File: config.mk
export PLATFORM = sky130hd
export DESIGN_NAME = dtp_top
export DESIGN_NICKNAME = d
export VERILOG_FILES = /design/src/pkg/dtp_pkg.sv /design/src/design/dtp_edge_sync.sv /design/src/design/dtp_down_counter.sv /design/src/design/dtp_top.sv
export VERILOG_INCLUDE_DIRS = /design/src /design/src/pkg
export SDC_FILE = /design/constraint.sdc
export NUM_CORES = 1
export LEC_CHECK = 0
export BUFFER_PORTS_ARGS = -buffer_cell sky130_fd_sc_hd__buf_2
export CAP_MARGIN = 20
export CORE_MARGIN = 5
export CORE_UTILIZATION = 57
export CTS_BUF_LIST = sky130_fd_sc_hd__clkbuf_16
export CTS_CLUSTER_DIAMETER = 80
export CTS_CLUSTER_SIZE = 12
export DETAILED_ROUTE_END_ITERATION = 7
export PLACE_DENSITY = 0.8
export SLEW_MARGIN = 10
export SYNTH_ARGS = -nofsm -noshare
export SYNTH_HDL_FRONTEND = slang
export SYNTH_HIERARCHICAL = 1
export SYNTH_SLANG_ARGS = --single-unit
File: constraint.sdc
create_clock -name hclk -period 4.06 [get_ports hclk]
set_input_delay 0.203 -clock hclk [delete_from_list [all_inputs] [get_ports hclk]]
set_output_delay 0.203 -clock hclk [all_outputs]
set_load 0.03 [all_outputs]
File: src/pkg/dtp_params.svh
// Behaviour
// demod single-pass: long counter ignores later carrier edges after capture, keeps counting.
// short timeout in demod: long counter captures count, irq if enabled, no reload.
// writing single-pass 0 then 1 re-arms one capture-and-reload on next selected edge.
// long counter at zero wraps to FFFFh, sets timeout status, irq if enabled.
// software uses ping-pong only in transmit, both counters single-pass, shared select set.
// ping-pong starts when software enables either counter; that counter runs first.
// short counter start: output takes initial level, loads high or low reload by level.
// short terminal count: short disabled, long enabled with initial level, loads reload.
// long terminal count in ping-pong: long stops, short enabled again, repeating.
// terminal-count interrupt requested only when that counter's interrupt enable is set.
// writing 00 to ping-pong select stops the alternation.
// software disables counters and clears flags before enabling ping-pong.
// software disables counters before switching between transmit and demodulation mode.
// interrupt requests held pending until software or acknowledge clears them.
`ifndef DTP_PARAMS_SVH
`define DTP_PARAMS_SVH

`define DTP_OFF_SHORT_CTRL  8'h00
`define DTP_OFF_SHARED_CTRL 8'h04
`define DTP_OFF_LONG_CTRL   8'h08
`define DTP_OFF_SHORT_RH    8'h0C
`define DTP_OFF_SHORT_RL    8'h10
`define DTP_OFF_LONG_RH     8'h14
`define DTP_OFF_LONG_RL     8'h18
`define DTP_OFF_IRQ_STAT    8'h1C
`define DTP_OFF_IRQ_MASK    8'h20
`define DTP_OFF_COUNT       8'h24
`define DTP_OFF_CAPTURE     8'h28

// per-counter control bits
`define DTP_B_EN      7
`define DTP_B_ONESHOT 6
`define DTP_B_TIMEOUT 5
`define DTP_B_CAPIE   2
`define DTP_B_TCIE    1
// shared control bits
`define DTP_B_TXMODE  7
`define DTP_B_EDGE_HI 5
`define DTP_B_EDGE_LO 4
`define DTP_B_PP_HI   3
`define DTP_B_PP_LO   2
`define DTP_B_SINIT   1
`define DTP_B_LINIT   0
`define DTP_PP_SEL    2'h3

// interrupt status bits
`define DTP_IRQ_SHORT 0
`define DTP_IRQ_LTC   1
`define DTP_IRQ_LCAP  2
`define DTP_IRQ_W     3

`define DTP_RST_CTRL   8'h00
`define DTP_RST_RELOAD 8'h00
`define DTP_RST_MASK   3'h0

`endif

File: src/pkg/dtp_pkg.sv
package dtp_pkg;
    typedef enum logic [1:0] {
        DTP_BUS_IDLE  = 2'b00,
        DTP_BUS_WRITE = 2'b01,
        DTP_BUS_RWAIT = 2'b10,
        DTP_BUS_RDONE = 2'b11
    } dtp_bus_e;
    typedef logic [7:0] dtp_byte_t;
endpackage

File: src/design/dtp_edge_sync.sv
`timescale 1ns/10ps
`default_nettype none
module dtp_edge_sync
    import dtp_pkg::*;
(
    input  wire logic hclk,
    input  wire logic hresetn,
    input  wire logic pin_in,
    output logic      rise,
    output logic      fall
);
    logic meta;
    logic sync;
    logic prev;

    always_ff @(posedge hclk or negedge hresetn) begin
        if (!hresetn) begin
            meta <= 1'b0;
            sync <= 1'b0;
            prev <= 1'b0;
        end else begin
            meta <= pin_in;
            sync <= meta;
            prev <= sync;
        end
    end

    assign rise = sync & ~prev;
    assign fall = ~sync & prev;
endmodule // dtp_edge_sync
`default_nettype wire

File: src/design/dtp_down_counter.sv
`timescale 1ns/10ps
`default_nettype none
module dtp_down_counter
    import dtp_pkg::*;
#(
    parameter int WIDTH = 16
) (
    input  wire logic             hclk,
    input  wire logic             hresetn,
    input  wire logic             load,
    input  wire logic [WIDTH-1:0] load_val,
    input  wire logic             dec,
    output logic      [WIDTH-1:0] count,
    output logic                  zero
);
    // down count wraps from zero to all ones by itself
    always_ff @(posedge hclk or negedge hresetn) begin
        if (!hresetn) begin
            count <= '0;
        end else if (load) begin
            count <= load_val;
        end else if (dec) begin
            count <= count - WIDTH'(1);
        end
    end

    assign zero = (count == '0);
endmodule // dtp_down_counter
`default_nettype wire

File: src/design/dtp_top.sv
`timescale 1ns/10ps
`default_nettype none
`include "dtp_params.svh"
module dtp_top
    import dtp_pkg::*;
#(
    parameter int SHORT_W = 8,
    parameter int LONG_W  = 16
) (
    input  wire logic        hclk,
    input  wire logic        hresetn,
    input  wire logic        hsel,
    input  wire logic [31:0] haddr,
    input  wire logic [1:0]  htrans,
    input  wire logic        hwrite,
    input  wire logic [2:0]  hsize,
    input  wire logic [31:0] hwdata,
    input  wire logic        hready,
    output logic             hreadyout,
    output logic             hresp,
    output logic [31:0]      hrdata,
    input  wire logic        carrier_in,
    input  wire logic        short_irq_ack,
    input  wire logic        long_irq_ack,
    output logic             short_counter_output,
    output logic             long_counter_output,
    output logic             short_counter_irq,
    output logic             long_counter_irq,
    output logic             irq
);
    dtp_bus_e           bus_state;
    dtp_bus_e           next_bus_state;
    logic [7:0]         addr_q;
    dtp_byte_t          short_counter_control;
    dtp_byte_t          shared_counter_control;
    dtp_byte_t          long_counter_control;
    dtp_byte_t          short_reload_high;
    dtp_byte_t          short_reload_low;
    dtp_byte_t          long_reload_high_byte;
    dtp_byte_t          long_reload_low_byte;
    logic [`DTP_IRQ_W-1:0] irq_stat;
    logic [`DTP_IRQ_W-1:0] irq_mask;
    logic [LONG_W-1:0]  capture;
    logic               long_armed;
    logic               timeout_flag;
    logic               short_run;
    logic               long_run;

    // bus decode
    logic               accept;
    logic               wr_en;
    logic [7:0]         wdat;
    logic               wr_sctl;
    logic               wr_shared;
    logic               wr_lctl;
    logic               wr_srh;
    logic               wr_srl;
    logic               wr_lrh;
    logic               wr_lrl;
    logic               wr_stat;
    logic               wr_mask;
    logic [31:0]        rd_word;

    assign accept    = hsel & htrans[1] & hready;
    assign wr_en     = (bus_state == DTP_BUS_WRITE);
    assign wdat      = hwdata[7:0];
    assign wr_sctl   = wr_en & (addr_q == `DTP_OFF_SHORT_CTRL);
    assign wr_shared = wr_en & (addr_q == `DTP_OFF_SHARED_CTRL);
    assign wr_lctl   = wr_en & (addr_q == `DTP_OFF_LONG_CTRL);
    assign wr_srh    = wr_en & (addr_q == `DTP_OFF_SHORT_RH);
    assign wr_srl    = wr_en & (addr_q == `DTP_OFF_SHORT_RL);
    assign wr_lrh    = wr_en & (addr_q == `DTP_OFF_LONG_RH);
    assign wr_lrl    = wr_en & (addr_q == `DTP_OFF_LONG_RL);
    assign wr_stat   = wr_en & (addr_q == `DTP_OFF_IRQ_STAT);
    assign wr_mask   = wr_en & (addr_q == `DTP_OFF_IRQ_MASK);

    // reads take one wait state so hrdata can come from a flop
    assign hreadyout = (bus_state != DTP_BUS_RWAIT);
    assign hresp     = 1'b0;

    always_comb begin
        next_bus_state = DTP_BUS_IDLE;
        case (bus_state)
            DTP_BUS_RWAIT: next_bus_state = DTP_BUS_RDONE;
            DTP_BUS_IDLE,
            DTP_BUS_WRITE,
            DTP_BUS_RDONE: begin
                if (accept) begin
                    next_bus_state = hwrite ? DTP_BUS_WRITE : DTP_BUS_RWAIT;
                end
            end
            default: next_bus_state = DTP_BUS_IDLE;
        endcase
    end

    // counter datapath
    logic [SHORT_W-1:0] short_count;
    logic [LONG_W-1:0]  long_count;
    logic               short_zero;
    logic               long_zero;
    logic               carrier_rise;
    logic               carrier_fall;
    logic               tx_mode;
    logic               pp_on;
    logic               short_tc;
    logic               long_tc;
    logic               short_stop;
    logic               long_stop;
    logic               pp_to_long;
    logic               pp_to_short;
    logic               next_short_en;
    logic               next_long_en;
    logic               short_start;
    logic               long_start;
    logic               next_short_out;
    logic               next_long_out;
    logic               short_load;
    logic [SHORT_W-1:0] short_load_val;
    logic               edge_hit;
    logic               edge_take;
    logic               demod_cap;
    logic               long_load;
    logic               arm_now;
    logic [`DTP_IRQ_W-1:0] irq_set;
    logic [`DTP_IRQ_W-1:0] irq_clr;

    assign tx_mode = shared_counter_control[`DTP_B_TXMODE];
    // a select of 00 leaves pp_on low and ends the alternation
    assign pp_on   = tx_mode &
                     (shared_counter_control[`DTP_B_PP_HI:`DTP_B_PP_LO] == `DTP_PP_SEL);

    assign short_tc = short_run & short_zero;
    assign long_tc  = long_run & long_zero;

    assign short_stop  = short_tc & (short_counter_control[`DTP_B_ONESHOT] | pp_on);
    // in demod the long counter never stops at zero, it wraps
    assign long_stop   = tx_mode & long_tc & (long_counter_control[`DTP_B_ONESHOT] | pp_on);
    assign pp_to_long  = pp_on & short_tc;
    assign pp_to_short = pp_on & long_tc;

    // enable bits: hardware hand-over and stop win over a software write; either enable starts a run
    assign next_short_en = pp_to_short ? 1'b1 :
                           short_stop  ? 1'b0 :
                           wr_sctl     ? wdat[`DTP_B_EN] :
                           short_counter_control[`DTP_B_EN];
    assign next_long_en  = pp_to_long  ? 1'b1 :
                           long_stop   ? 1'b0 :
                           wr_lctl     ? wdat[`DTP_B_EN] :
                           long_counter_control[`DTP_B_EN];

    assign short_start = next_short_en & ~short_run;
    assign long_start  = next_long_en & ~long_run;

    // a stopping counter keeps its level, the same as the long side
    assign next_short_out = short_start ? shared_counter_control[`DTP_B_SINIT] :
                            (short_tc & ~short_stop) ? ~short_counter_output :
                            short_counter_output;
    assign short_load     = short_start | short_tc;
    assign short_load_val = next_short_out ? short_reload_high : short_reload_low;

    assign next_long_out = long_start ? shared_counter_control[`DTP_B_LINIT] :
                           (tx_mode & long_tc & ~long_stop) ? ~long_counter_output :
                           long_counter_output;

    assign edge_hit  = ~tx_mode & long_run &
                       ((shared_counter_control[`DTP_B_EDGE_LO] & carrier_rise) |
                        (shared_counter_control[`DTP_B_EDGE_HI] & carrier_fall));
    // single-pass takes only the armed edge, later edges are ignored
    assign edge_take = edge_hit & (~long_counter_control[`DTP_B_ONESHOT] | long_armed);
    assign demod_cap = ~tx_mode & short_tc & long_run;
    // no reload on short timeout, and none at zero in demod
    assign long_load = long_start | edge_take | (tx_mode & long_tc & ~long_stop);
    assign arm_now   = wr_lctl & wdat[`DTP_B_ONESHOT] &
                       ~long_counter_control[`DTP_B_ONESHOT];

    assign irq_set[`DTP_IRQ_SHORT] = short_tc & short_counter_control[`DTP_B_TCIE];
    assign irq_set[`DTP_IRQ_LTC]   = long_tc & long_counter_control[`DTP_B_TCIE];
    assign irq_set[`DTP_IRQ_LCAP]  = demod_cap & long_counter_control[`DTP_B_CAPIE];
    assign irq_clr = (wr_stat ? wdat[`DTP_IRQ_W-1:0] : '0) |
                     {long_irq_ack, long_irq_ack, short_irq_ack};

    assign rd_word =
        (addr_q == `DTP_OFF_SHORT_CTRL)  ? {24'h000000, short_counter_control} :
        (addr_q == `DTP_OFF_SHARED_CTRL) ? {24'h000000, shared_counter_control} :
        (addr_q == `DTP_OFF_LONG_CTRL)   ? {24'h000000, long_counter_control[7:6], timeout_flag,
                                            long_counter_control[4:0]} :
        (addr_q == `DTP_OFF_SHORT_RH)    ? {24'h000000, short_reload_high} :
        (addr_q == `DTP_OFF_SHORT_RL)    ? {24'h000000, short_reload_low} :
        (addr_q == `DTP_OFF_LONG_RH)     ? {24'h000000, long_reload_high_byte} :
        (addr_q == `DTP_OFF_LONG_RL)     ? {24'h000000, long_reload_low_byte} :
        (addr_q == `DTP_OFF_IRQ_STAT)    ? {29'h00000000, irq_stat} :
        (addr_q == `DTP_OFF_IRQ_MASK)    ? {29'h00000000, irq_mask} :
        (addr_q == `DTP_OFF_COUNT)       ? {8'h00, short_count, long_count} :
        (addr_q == `DTP_OFF_CAPTURE)     ? {16'h0000, capture} :
        32'h00000000;

    dtp_edge_sync u_carrier (
        .hclk    (hclk),
        .hresetn (hresetn),
        .pin_in  (carrier_in),
        .rise    (carrier_rise),
        .fall    (carrier_fall)
    );

    dtp_down_counter #(.WIDTH(SHORT_W)) u_short (
        .hclk     (hclk),
        .hresetn  (hresetn),
        .load     (short_load),
        .load_val (short_load_val),
        .dec      (short_run),
        .count    (short_count),
        .zero     (short_zero)
    );

    dtp_down_counter #(.WIDTH(LONG_W)) u_long (
        .hclk     (hclk),
        .hresetn  (hresetn),
        .load     (long_load),
        .load_val ({long_reload_high_byte, long_reload_low_byte}),
        .dec      (long_run),
        .count    (long_count),
        .zero     (long_zero)
    );

    always_ff @(posedge hclk or negedge hresetn) begin
        if (!hresetn) begin
            bus_state <= DTP_BUS_IDLE;
            addr_q    <= 8'h00;
            hrdata    <= 32'h00000000;
        end else begin
            bus_state <= next_bus_state;
            if (accept) begin
                addr_q <= haddr[7:0];
            end
            if (bus_state == DTP_BUS_RWAIT) begin
                hrdata <= rd_word;
            end
        end
    end

    always_ff @(posedge hclk or negedge hresetn) begin
        if (!hresetn) begin
            short_counter_control  <= `DTP_RST_CTRL;
            shared_counter_control <= `DTP_RST_CTRL;
            long_counter_control   <= `DTP_RST_CTRL;
            short_reload_high      <= `DTP_RST_RELOAD;
            short_reload_low       <= `DTP_RST_RELOAD;
            long_reload_high_byte  <= `DTP_RST_RELOAD;
            long_reload_low_byte   <= `DTP_RST_RELOAD;
            irq_mask               <= `DTP_RST_MASK;
        end else begin
            if (wr_sctl) short_counter_control <= wdat;
            short_counter_control[`DTP_B_EN] <= next_short_en;
            if (wr_shared) shared_counter_control <= wdat;
            if (wr_lctl) long_counter_control <= wdat;
            long_counter_control[`DTP_B_EN] <= next_long_en;
            if (wr_srh) short_reload_high <= wdat;
            if (wr_srl) short_reload_low <= wdat;
            if (wr_lrh) long_reload_high_byte <= wdat;
            if (wr_lrl) long_reload_low_byte <= wdat;
            if (wr_mask) irq_mask <= wdat[`DTP_IRQ_W-1:0];
        end
    end

    always_ff @(posedge hclk or negedge hresetn) begin
        if (!hresetn) begin
            short_run            <= 1'b0;
            long_run             <= 1'b0;
            short_counter_output <= 1'b0;
            long_counter_output  <= 1'b0;
            long_armed           <= 1'b0;
            capture              <= '0;
            timeout_flag         <= 1'b0;
            irq_stat             <= '0;
        end else begin
            short_run            <= next_short_en;
            long_run             <= next_long_en;
            short_counter_output <= next_short_out;
            long_counter_output  <= next_long_out;
            // re-arm wins over an edge landing in the same cycle
            long_armed <= arm_now | (long_armed & ~edge_hit);
            if (edge_take | demod_cap) begin
                capture <= long_count;
            end
            // set wins over a software clear in the same cycle
            timeout_flag <= (~tx_mode & long_tc) |
                            (timeout_flag & ~(wr_lctl & wdat[`DTP_B_TIMEOUT]));
            irq_stat <= (irq_stat & ~irq_clr) | irq_set;
        end
    end

    // pending levels toward the interrupt controller
    assign short_counter_irq = irq_stat[`DTP_IRQ_SHORT];
    assign long_counter_irq  = irq_stat[`DTP_IRQ_LTC] | irq_stat[`DTP_IRQ_LCAP];
    assign irq               = |(irq_stat & irq_mask);

    // only whole-word transfers are expected; size is not checked
    logic unused_ok;
    assign unused_ok = &{1'b0, hsize, haddr[31:8], hwdata[31:8], htrans[0]};
endmodule // dtp_top
`default_nettype wire

# [Yosys cells after proc, flatten, opt, wreduce, memory -nomap -nowiden]
# Cells that the tools add are included.
[totals] output_inout_bits=39 regBits=151 inputBits=77 wordCells=149
[op_classes] addsub=2 eq_ne=15 bitwise_logic=69 n_reduce_logical=9 muxes=30
[op_table] cell="two-way mux 24 bit" n=10
[op_table] cell="two-way mux 16 bit" n=3
[op_table] cell="bitwise AND 1 bit" n=41
[op_table] cell="equality test 8 x 5 -> 1 bit, second input constant" n=4
[op_table] cell="equality test 8 x 6 -> 1 bit, second input constant" n=3
[op_table] cell="two-way mux 8 bit" n=3
[op_table] cell="equality test 8 x 4 -> 1 bit, second input constant" n=2
[op_table] cell="logical NOT 16 bit" n=1
[op_table] cell="logical NOT 8 bit" n=2
[op_table] cell="subtractor 16 x 1 -> 16 bit, second input constant" n=1
[op_table] cell="NOT 1 bit" n=12
[op_table] cell="bitwise OR 1 bit" n=11
[op_table] cell="two-way mux 1 bit" n=10
[op_table] cell="equality test 8 x 3 -> 1 bit, second input constant" n=1
[op_table] cell="subtractor 8 x 1 -> 8 bit, second input constant" n=1
[op_table] cell="bitwise AND 3 bit" n=2
[op_table] cell="equality test 2 bit, second input constant" n=3
[op_table] cell="bitwise OR 3 bit" n=2
[op_table] cell="nonzero test 2 bit" n=3
[op_table] cell="OR reduction 3 bit" n=2
[op_table] cell="two-way mux 2 bit" n=2
[op_table] cell="one-hot mux 2 bit (2 select lines)" n=1
[op_table] cell="two-way mux 3 bit" n=1
[op_table] cell="NOT 3 bit" n=1
[op_table] cell="3 further kinds" n=3

# [Depth between registers and ports, before layout]
# Gate-level depths: netlist of the first run.
[logic_depth] word_depth=12 depth_mapped=13 ltp_nobuf=11

# [Modules after synthesis]
# Netlist of the first run, hierarchy kept.
[by_module_without_submodules] module="dtp_top" n_inst=1 seq_area_each_um2=2877.8 area_per_inst_um2=5953.2 cells_per_inst=525
[by_module_without_submodules] module="dtp_down_counter (u_long)" n_inst=1 seq_area_each_um2=400.4 area_per_inst_um2=1028.5 cells_per_inst=111
[by_module_without_submodules] module="dtp_down_counter (u_short)" n_inst=1 seq_area_each_um2=200.2 area_per_inst_um2=474.2 cells_per_inst=50
[by_module_without_submodules] module="dtp_edge_sync" n_inst=1 seq_area_each_um2=75.1 area_per_inst_um2=90.1 cells_per_inst=5

# [Least setup slack after synthesis of the first run]
# OpenSTA, ideal clock, no wires.
[synth_timing] path_type="register -> register" start="register u_long.count[4]" end="register u_short.count[5]" path_slack_ps=706 setup_time_ps=124 arrival_time_ps=3230 stages_incl_launch_ff=13 required_ps=3936 n_path_buf=2 synth_period_minus_slack_ps=3354 path_cell_list="dfrtp_1 > or4_4 > buf_6 > buf_8 > or4b_4 > nor3_2 > and3_1 > nand3_1 > o221a_2 > o211ai_2 > mux2_2 > nand2b_1 > o31a_1"
[synth_between] elab_chain_len=8 word_cells_on_any_way=10 cone_classes="mux (4); bitwise (4); reduce/logical (2)"
[synth_lines] item="start: declaration" line="dtp_down_counter.sv:13" text="output logic [WIDTH-1:0] count,"
[synth_lines] item="start signal: assignment" line="dtp_down_counter.sv:21" text="count <= load_val;"
[synth_lines] item="start signal: assignment" line="dtp_down_counter.sv:23" text="count <= count - WIDTH'(1);"
[synth_lines] item="logical NOT 16 bit" line="dtp_down_counter.sv:27" text="assign zero = (count == '0);"
[synth_lines] item="named net long_zero" line="dtp_top.sv:100" text="logic long_zero;"
[synth_lines] item="bitwise AND 1 bit" line="dtp_top.sv:133" text="assign long_tc = long_run & long_zero;"
[synth_lines] item="bitwise AND 1 bit" line="dtp_top.sv:139" text="assign pp_to_short = pp_on & long_tc;"
[synth_lines] item="two-way mux 1 bit" line="dtp_top.sv:142" text="assign next_short_en = pp_to_short ? 1'b1 :"
[synth_lines] item="bitwise AND 1 bit" line="dtp_top.sv:151" text="assign short_start = next_short_en & ~short_run;"
[synth_lines] item="two-way mux 1 bit" line="dtp_top.sv:155" text="assign next_short_out = short_start ? shared_counter_control[`DTP_B_SINIT] :"
[synth_lines] item="named net next_short_out" line="dtp_top.sv:115" text="logic next_short_out;"
[synth_lines] item="two-way mux 8 bit" line="dtp_top.sv:159" text="assign short_load_val = next_short_out ? short_reload_high : short_reload_low;"
[synth_lines] item="named net short_load_val[5]" line="dtp_top.sv:118" text="logic [SHORT_W-1:0] short_load_val;"
[synth_lines] item="two-way mux 8 bit" line="dtp_down_counter.sv:20" text="end else if (load) begin"
[synth_lines] item="end signal: assignment" line="dtp_down_counter.sv:21"
[synth_lines] item="end signal: assignment" line="dtp_down_counter.sv:23"
[synth_lines] item="end: declaration" line="dtp_down_counter.sv:13"
# The timed path passes the listed nets, and every way through them passes these cells.
# A chain may end at the register's enable or synchronous reset.

# [Final worst setup path of the first run]
[layout_timing] start="register u_long.count[6]" end="register u_short.count[5]"
# Same word-level chain as after synthesis.

==> out/metrics.cfg, run 1 <==
[synth]
synth-edff-count = 0
synth_ff_type = dfrtp_1
ys_seq_area_share_pct = 47.1
avgSynthCellArea_um2 = 10.9
synth_area_mm2 = 0.00755
ys_types = 79
yosysWarningCount = 6
syn_inst = 691
yosys.area.top_type = dfrtp_1
synthTopCellsByArea = dfrtp_1 (47%), mux2_2 (12%), nand2_1 (3.1%)
synth_top_area_share_pct = 47.1
synth_seq_cells = 142
synthArstFlopShare_pct = 100

[clock_tree]
cts_setup_buffers = 0
cts-root-buf = clkbuf_16
clock_latency_ns = 0.43
cts_resized = 0
cts_max_level = 4
path_clk_slew_ns = 0.05
cts_sinks = 142
cts.path.max_buffers = 2
ctsHoldBuffers = 5
cts_buffers = 17
cts_tree = done

[timing]
fin_crit_ns = 3.86
finalSetupViolCount = 0
fin_worst_skew_ns = 0.00950
finalHoldViolCount = 0
fin_crit_sh_pct = 95.0
maxSlewViolCount = 0
grt_setup_unrepaired = false
worst_pin_slew_ns = 1.04
maxSlewHeadroom_pct = 30.3
fmax_ghz = 0.259
tns_ns = 0

[detailed_routing]
vias = 6109
drtIter0Drc = 714
routed_wirelength_mm = 20.1
wl_per_cell_um = 21.6
drcViolationCount = 0
firstDrtPassIters = 8
ant_nets = 0
vias_per_cell = 6.56

[min_path]
hold_path.class = input pin to flop
min_from = haddr[4]
worstHoldPathCells = 2
min_to = addr_q[4]$_DFFE_PN0P_

[setup_path]
cp-end-kind = flop
reg2reg_to = u_short/count[5]$_DFFE_PN0P_
worst_ep_arrival_time_ns = 4.16
r2r_cells = 10
worstSetupPathType = flop to flop
cp.required_ns = 4.36
worstPathMaxFanout = 15
regToRegSetupSlack_ns = 0.20
critical_path.startpoint_type = flop
r2r_start = u_long/count[6]$_DFFE_PN0P_

[cells_and_area]
drive_above_1_share_pct = 27.8
area.sequential_mm2 = 0.00355
multi_input_comb_area_mm2 = 0.00369
nFillCells = 1026
area_growth_pct = 12.5
num_antenna_cells = 0
layout_commonest_cell = dfrtp_1
num-nets-final = 822
layout_common_cells = dfrtp_1 (142), mux2_2 (81), nand2_1 (63), buf_2 (53), a21oi_1 (29)

[placed_design]
routabilityCongestion = 0.919
hpwl_mm = 14.0
portBuffers = 54

[die]
die_w_um = 125
start_util_pct = 57.4
coreArea_mm2 = 0.0131
die_h_um = 125
num_rows = 42
die_area_mm2 = 0.0156
io-pin-count = 116

[power]
p_per_area_mw_per_mm2 = 588
p_int_w = 0.00321
p_sw_share_pct = 35.7
p_leak_nw = 3.68
p_switching_w = 0.00178
peakVddDrop_v = 0.000319
comb_power_share_pct = 28.8
p_seq_share_pct = 43.5
clkPwrFrac_pct = 27.6
finalPower_w = 0.00499

[run_status]
status = finished, final reports clean

[global_routing]
grt_use_total_pct = 26.3
grt_start_max_net_pins = 110
grt_pass1_vias = 6078
overflow = 0
antenna_found_initial = 0
grt_pass1_wl_mm = 32.7

[job]
maxCapViolCount = 0

==> power groups by stage <==
stage	logic [W]	registers [W]	clock network, W
final	0.00144	0.00217	0.00138
after global routing	0.00156	0.00222	0.00147
after CTS	0.00142	0.00216	0.00140
after detailed placement	0.00141	0.00218	0
after global placement	0.00135	0.00214	0
after floorplan	0.00102	0.00210	0
==> logic make-up after synthesis <==
kind of cell	synth area share [%]
DFF	47.1
muxes	15.3
buffers and inverters	4.44
AOI/OAI and AO/OA	14.1
xor gates and xnor gates	0.812
adders and majority gates	0.497
other	0.0497
and+or+nand+nor	17.7
==> cells in the mapped netlist, types with 4 or more instances <==
master    count
a21oi_1      29
a221o_1       6
a22o_1       20
a22oi_1       4
a31oi_1      10
buf_2        16
buf_4        11
clkbuf_1     16
dfrtp_1     142
inv_1        15
mux2_1        4
mux2_2       81
mux2_4        8
mux2i_1       8
nand2_1      63
nand2b_1      9
nand3_1      22
nand3b_1      9
nand4_1       5
nor2_1       22
nor2b_1      19
nor3_1        5
nor4_1       10
nor4b_1       4
o21ai_0      28
o22ai_1       4
o41a_1        4
or2_2         5
or3_1         8
or4_1        11
xnor2_1       5
==> worst max path at each step <==
stage | slack (ns) | endpoint | start | cells past startpoint
finish | 0.20 | u_short/count[5]$_DFFE_PN0P_ | u_long/count[6]$_DFFE_PN0P_ | 10
global route | 0.03 | u_long/count[10]$_DFFE_PN0P_ | u_short/count[3]$_DFFE_PN0P_ | 10
CTS | 0.30 | u_short/count[5]$_DFFE_PN0P_ | u_long/count[6]$_DFFE_PN0P_ | 10
detailed placement | 0.37 | u_short/count[5]$_DFFE_PN0P_ | u_long/count[6]$_DFFE_PN0P_ | 10
global placement | 0.38 | u_short/count[5]$_DFFE_PN0P_ | u_long/count[6]$_DFFE_PN0P_ | 10
floorplan | 0.71 | u_short/count[5]$_DFFE_PN0P_ | u_long/count[4]$_DFFE_PN0P_ | 12
==> final cells by class <==
type / instances / area share (%)
Clock inverter: 15 / 1.09
Inverter: 15 / 0.663
Timing Repair Buffer: 73 / 5.32
Clock buffer: 17 / 5.01
Sequential cell: 142 / 41.9
Multi-Input combinational cell: 493 / 43.4
Tap cell: 176 / 2.59
==> state kept, by name, summed over array words and instances (netlist names) <==
| register | flops |
|---|---|
| short_run | 1 |
| u_long/count | 16 |
| timeout_flag | 1 |
| hrdata | 24 |
| u_carrier/sync | 1 |
| long_run | 1 |
| shared_counter_control | 8 |
| capture | 16 |
| u_carrier/prev | 1 |
| bus_state | 2 |
| irq_stat | 3 |
| irq_mask | 3 |
| long_counter_output | 1 |
| u_short/count | 8 |
| long_armed | 1 |
| short_counter_control | 7 |
| long_counter_control | 6 |
| short_reload_low | 8 |
| u_carrier/meta | 1 |
| addr_q | 8 |
| short_counter_output | 1 |
| short_reload_high | 8 |
| long_reload_high_byte | 8 |
| long_reload_low_byte | 8 |
==> per-layer routing <==
| layer | vias up | global-route usage (%) | part of all wire, % |
|---|---|---|---|
| met5 | - | 0 | 0 |
| li1 | 2661 | - | - |
| met2 | 289 | 42.2 | 49 |
| met1 | 3089 | 34.1 | 40 |
| met3 | 70 | 5.97 | 6.8 |
| met4 | 0 | 12.1 | 3.7 |
==> metrics by stage <==
stage / worst slack [ns] / hold slack (ns) / instance area [µm²] / util, % / instances
2_1_floorplan: 0.706 / -0.0926 / 7580 / - / 699
3_3_place_gp: 0.383 / 0.313 / 7890 / 60.1 / 893
3_5_place_dp: 0.365 / 0.315 / 7890 / 60.1 / 893
4_1_cts: 0.298 / 0.00224 / 8460 / 64.4 / 930
5_1_grt: 0.0320 / 0.0131 / 8490 / 64.6 / 931
6_report: 0.202 / 0.0198 / 8490 / 64.6 / 931
==> critical path: stages (launching register included) <==
cell	delay (ns)
dfrtp_1	0.42
or4_4	0.66
or4b_4	0.52
nor3_2	0.42
and3_1	0.30
nand3_1	0.19
o221a_2	0.35
o211ai_2	0.22
mux2_2	0.40
nand2b_1	0.14
o31a_1	0.11
Note: power is estimated with default switching activity, not from simulation.
==> run 2, diff against run 1 <==
--- a/config.mk
+++ b/config.mk
@@ -14,9 +14,8 @@
 export CTS_CLUSTER_DIAMETER = 80
 export CTS_CLUSTER_SIZE = 12
 export DETAILED_ROUTE_END_ITERATION = 7
-export PLACE_DENSITY = 0.8
+export PLACE_DENSITY = 0.92
 export SLEW_MARGIN = 10
 export SYNTH_ARGS = -nofsm -noshare
 export SYNTH_HDL_FRONTEND = slang
-export SYNTH_HIERARCHICAL = 1
 export SYNTH_SLANG_ARGS = --single-unit
==> run 2 against run 1 <==
  * Via count is 1.4% higher
  * Clock power increased by 20%
  * Wire length increased by 0.28%
  * Design area shrank 0.41%
  * Highest routed layer unchanged
==> out/metrics.cfg, run 2 <==
[setup_path]
regToRegSetupSlack_ns = 1.14  ; +0.94 ns
cp-end-kind = flop
reg2reg_to = u_long.count[0]$_DFFE_PN0P_
worstPathMaxFanout = 22  ; +7
critical_path.startpoint_type = flop
cp.required_ns = 4.37  ; about the same
r2r_cells = 5  ; -5
worstSetupPathType = flop to flop
worst_ep_arrival_time_ns = 3.23  ; -0.93 ns
path_buf_inv = 0  ; unchanged
cp_cell_sequence = nor4b_2, nand3_1, a21oi_2, nor2_1, o221a_2
cp.depth = 5  ; -5
cp_slowest_cell = dfrtp_1
r2r_start = short_counter_control[7]$_DFF_PN0_
cp_top_family = simple AND/OR/NAND/NOR gates
critPathMaxStageDelay_ns = 0.75  ; +0.09 ns

[global_routing]
grt_pass1_wl_mm = 32.0  ; -2.2%
grt_start_max_net_pins = 114  ; +3.6%
grt_pass1_vias = 5930  ; -2.4%
antenna_found_initial = 0  ; unchanged
grt_use_total_pct = 27.5  ; +1.3 points
overflow = 0  ; unchanged

[clock_tree]
cts_sinks = 142  ; unchanged
cts_buffers = 17  ; unchanged
path_clk_slew_ns = 0.06  ; about the same
cts.path.max_buffers = 2  ; unchanged
cts_tree = done
cts_max_level = 4  ; unchanged
clock_latency_ns = 0.43  ; about the same
cts-root-buf = clkbuf_16
cts_setup_buffers = 0  ; unchanged

[synth]
synth-edff-count = 0  ; unchanged
ys_types = 84  ; +6.3%
synthArstFlopShare_pct = 100  ; unchanged
synth_common_cells = dfrtp_1 (142), mux2_2 (66), nand2_1 (45), o21ai_0 (41), nor2_1 (31)
synthTopCellsByArea = dfrtp_1 (48%), mux2_2 (10%), mux2i_1 (3.0%)
avgSynthCellArea_um2 = 11.0  ; +0.73%
syn_inst = 673  ; -2.6%
synthMostInstantiatedCell = dfrtp_1
synth_area_mm2 = 0.00740  ; -1.9%
synth_seq_cells = 142  ; unchanged
synth_ff_type = dfrtp_1
yosys.area.top_type = dfrtp_1
synth_top_area_share_pct = 48.0  ; +0.91 points
yosysWarningCount = 0  ; -6
ys_seq_area_share_pct = 48.0  ; +0.91 points

[cells_and_area]
num_antenna_cells = 0  ; unchanged
largest_register_ffs = 24  ; unchanged
finalCoreUtilization_pct = 66.7  ; +2.1 points
nFillCells = 913  ; -11%
layout_common_cells = dfrtp_1 (142), mux2_2 (66), buf_2 (53), nand2_1 (45), o21ai_0 (41)
reg.largest.list = hrdata (24), capture (16), u_long.count (16)
instances_no_fill = 910  ; -2.3%
num-nets-final = 807  ; -1.8%
regMostFlops = hrdata
area_growth_pct = 14.2
layout_commonest_cell = dfrtp_1
finalInstanceArea_mm2 = 0.00845  ; -0.41%
drive_above_1_share_pct = 24.7  ; -3.2 points

[die]
die_h_um = 124  ; -0.88%
die_w_um = 124  ; -0.88%
io-pin-count = 116  ; unchanged
die_area_mm2 = 0.0154  ; -1.7%
coreArea_mm2 = 0.0127  ; -3.6%
start_util_pct = 58.4  ; +0.99 points
num_rows = 41  ; -2.4%

[timing]
fin_worst_skew_ns = 0.00823  ; -0.00126 ns
maxSlewHeadroom_pct = 27.4  ; -2.9 points
worst_pin_slew_ns = 1.09  ; +0.0480 ns
fin_crit_sh_pct = 71.8  ; -23 points
finalSetupViolCount = 0  ; unchanged
fin_crit_ns = 2.92  ; -0.942 ns
fin_hold_ws_ns = 0.00998  ; -0.00984 ns
grt_setup_unrepaired = false
maxSlewViolCount = 0  ; unchanged
fmax_ghz = 0.343  ; +32%
tns_ns = 0  ; unchanged
finalHoldViolCount = 0  ; unchanged

[min_path]
worstHoldPathCells = 2  ; unchanged
min_to = addr_q[1]$_DFFE_PN0P_
hold_path.class = input pin to flop
min_from = haddr[1]

[detailed_routing]
drtIter0Drc = 885  ; +24%
routed_wirelength_mm = 20.2  ; +0.28%
vias = 6197  ; +1.4%
drcViolationCount = 0  ; unchanged
vias_per_cell = 6.81  ; +3.8%
ant_nets = 0  ; unchanged
firstDrtPassIters = 6  ; -2
wl_per_cell_um = 22.1  ; +2.6%

[placed_design]
dp.cells = 875  ; -2.0%
routabilityCongestion = 0.974  ; +6.0%
hpwl_mm = 13.7  ; -2.3%
postPlaceCellArea_mm2 = 0.00777  ; -1.6%
portBuffers = 54  ; unchanged

[power]
p_per_area_mw_per_mm2 = 613  ; +4.2%
p_leak_nw = 3.73  ; +1.4%
peakVddDrop_v = 0.000336  ; +5.5%

[run_status]
status = finished, final reports clean

[job]
maxCapViolCount = 0  ; unchanged

## run 2: changes by cell type in the layout (fill, tap and decap cells not counted), moves of 8 or more
cell      previous run  this run
a21oi_1             29        20
nor2_1              22        31
a22oi_1              4        19
nand2_1             63        45
mux2_4               8         0
a222oi_1             1         9
a31oi_1             10         2
nor2b_1             19         6
mux2i_1              8        22
o21ai_0             28        41
a22o_1              20         8
mux2_2              81        66
## run 2: worst register-to-register path: stages (launching register included)
cell and delay (ns):
dfrtp_1 0.75, nor4b_2 0.68, nand3_1 0.32, a21oi_2 0.50
nor2_1 0.23, o221a_2 0.32
## run 2: worst max path at each step
stage	start	to
2_1_floorplan	u_short.count[0]$_DFFE_PN0P_	capture[11]$_DFFE_PN0P_
3_3_place_gp	short_counter_control[7]$_DFF_PN0_	u_long.count[0]$_DFFE_PN0P_
3_5_place_dp	short_counter_control[7]$_DFF_PN0_	u_long.count[0]$_DFFE_PN0P_
4_1_cts	short_counter_control[7]$_DFF_PN0_	u_long.count[0]$_DFFE_PN0P_
5_1_grt	short_counter_control[7]$_DFF_PN0_	u_long.count[0]$_DFFE_PN0P_
6_report	short_counter_control[7]$_DFF_PN0_	u_long.count[0]$_DFFE_PN0P_
## run 2: metrics by stage
stage / power (W) / setup WS [ns]
floorplan: 0.00306 / 1.97
global placement: 0.00337 / 1.43
detailed placement: 0.00346 / 1.34
CTS: 0.00514 / 1.24
global route: 0.00541 / 0.971
finish: 0.00518 / 1.14
## run 2: cell families (layout without fill, tap and decap cells)
logic type	count (synthesis)	in the layout	share of synthesized area, %
AOI/OAI and AO/OA	184	184	18.5
and+or+nand+nor	175	175	13.7
DFF	142	142	48.0
muxes	93	93	13.8
buffers and inverters	66	123	4.31
xor gates and xnor gates	8	8	0.946
adders and majority gates	4	4	0.676
other	1	9	0.0507
## run 2: area by class of cell
| cell class | count | area [µm²] | share of cell area [%] |
|---|---|---|---|
| multi-input cells | 473 | 3560 | 42.1 |
| flip-flops and latches | 142 | 3550 | 42.0 |
| clock buffers | 17 | 425 | 5.03 |
| repair buffers | 67 | 402 | 4.75 |
| well taps | 172 | 215 | 2.55 |
| clock inverters | 14 | 201 | 2.38 |
| inverters | 25 | 93.8 | 1.11 |
## run 2: report_power, final
part	switching (W)	internal, W
Combinational	0.000724	0.000590
Sequential	0.000447	0.00176
Clock	0.000588	0.00108
Total	0.00176	0.00342
## run 2: routing by layer
metal	wire (µm)	track usage (%)	vias to the layer above	share of wire, %
li1	-	-	2641	-
met1	7700	36.1	3046	38
met2	9440	42.3	426	47
met3	2260	7.95	84	11
met4	755	13.1	0	3.7
met5	0	0	-	0
## run 2: what timing repair did
item	CTS	global route
hold endpoints to repair	114	0
hold buffers	3	0
resized for setup	0	0
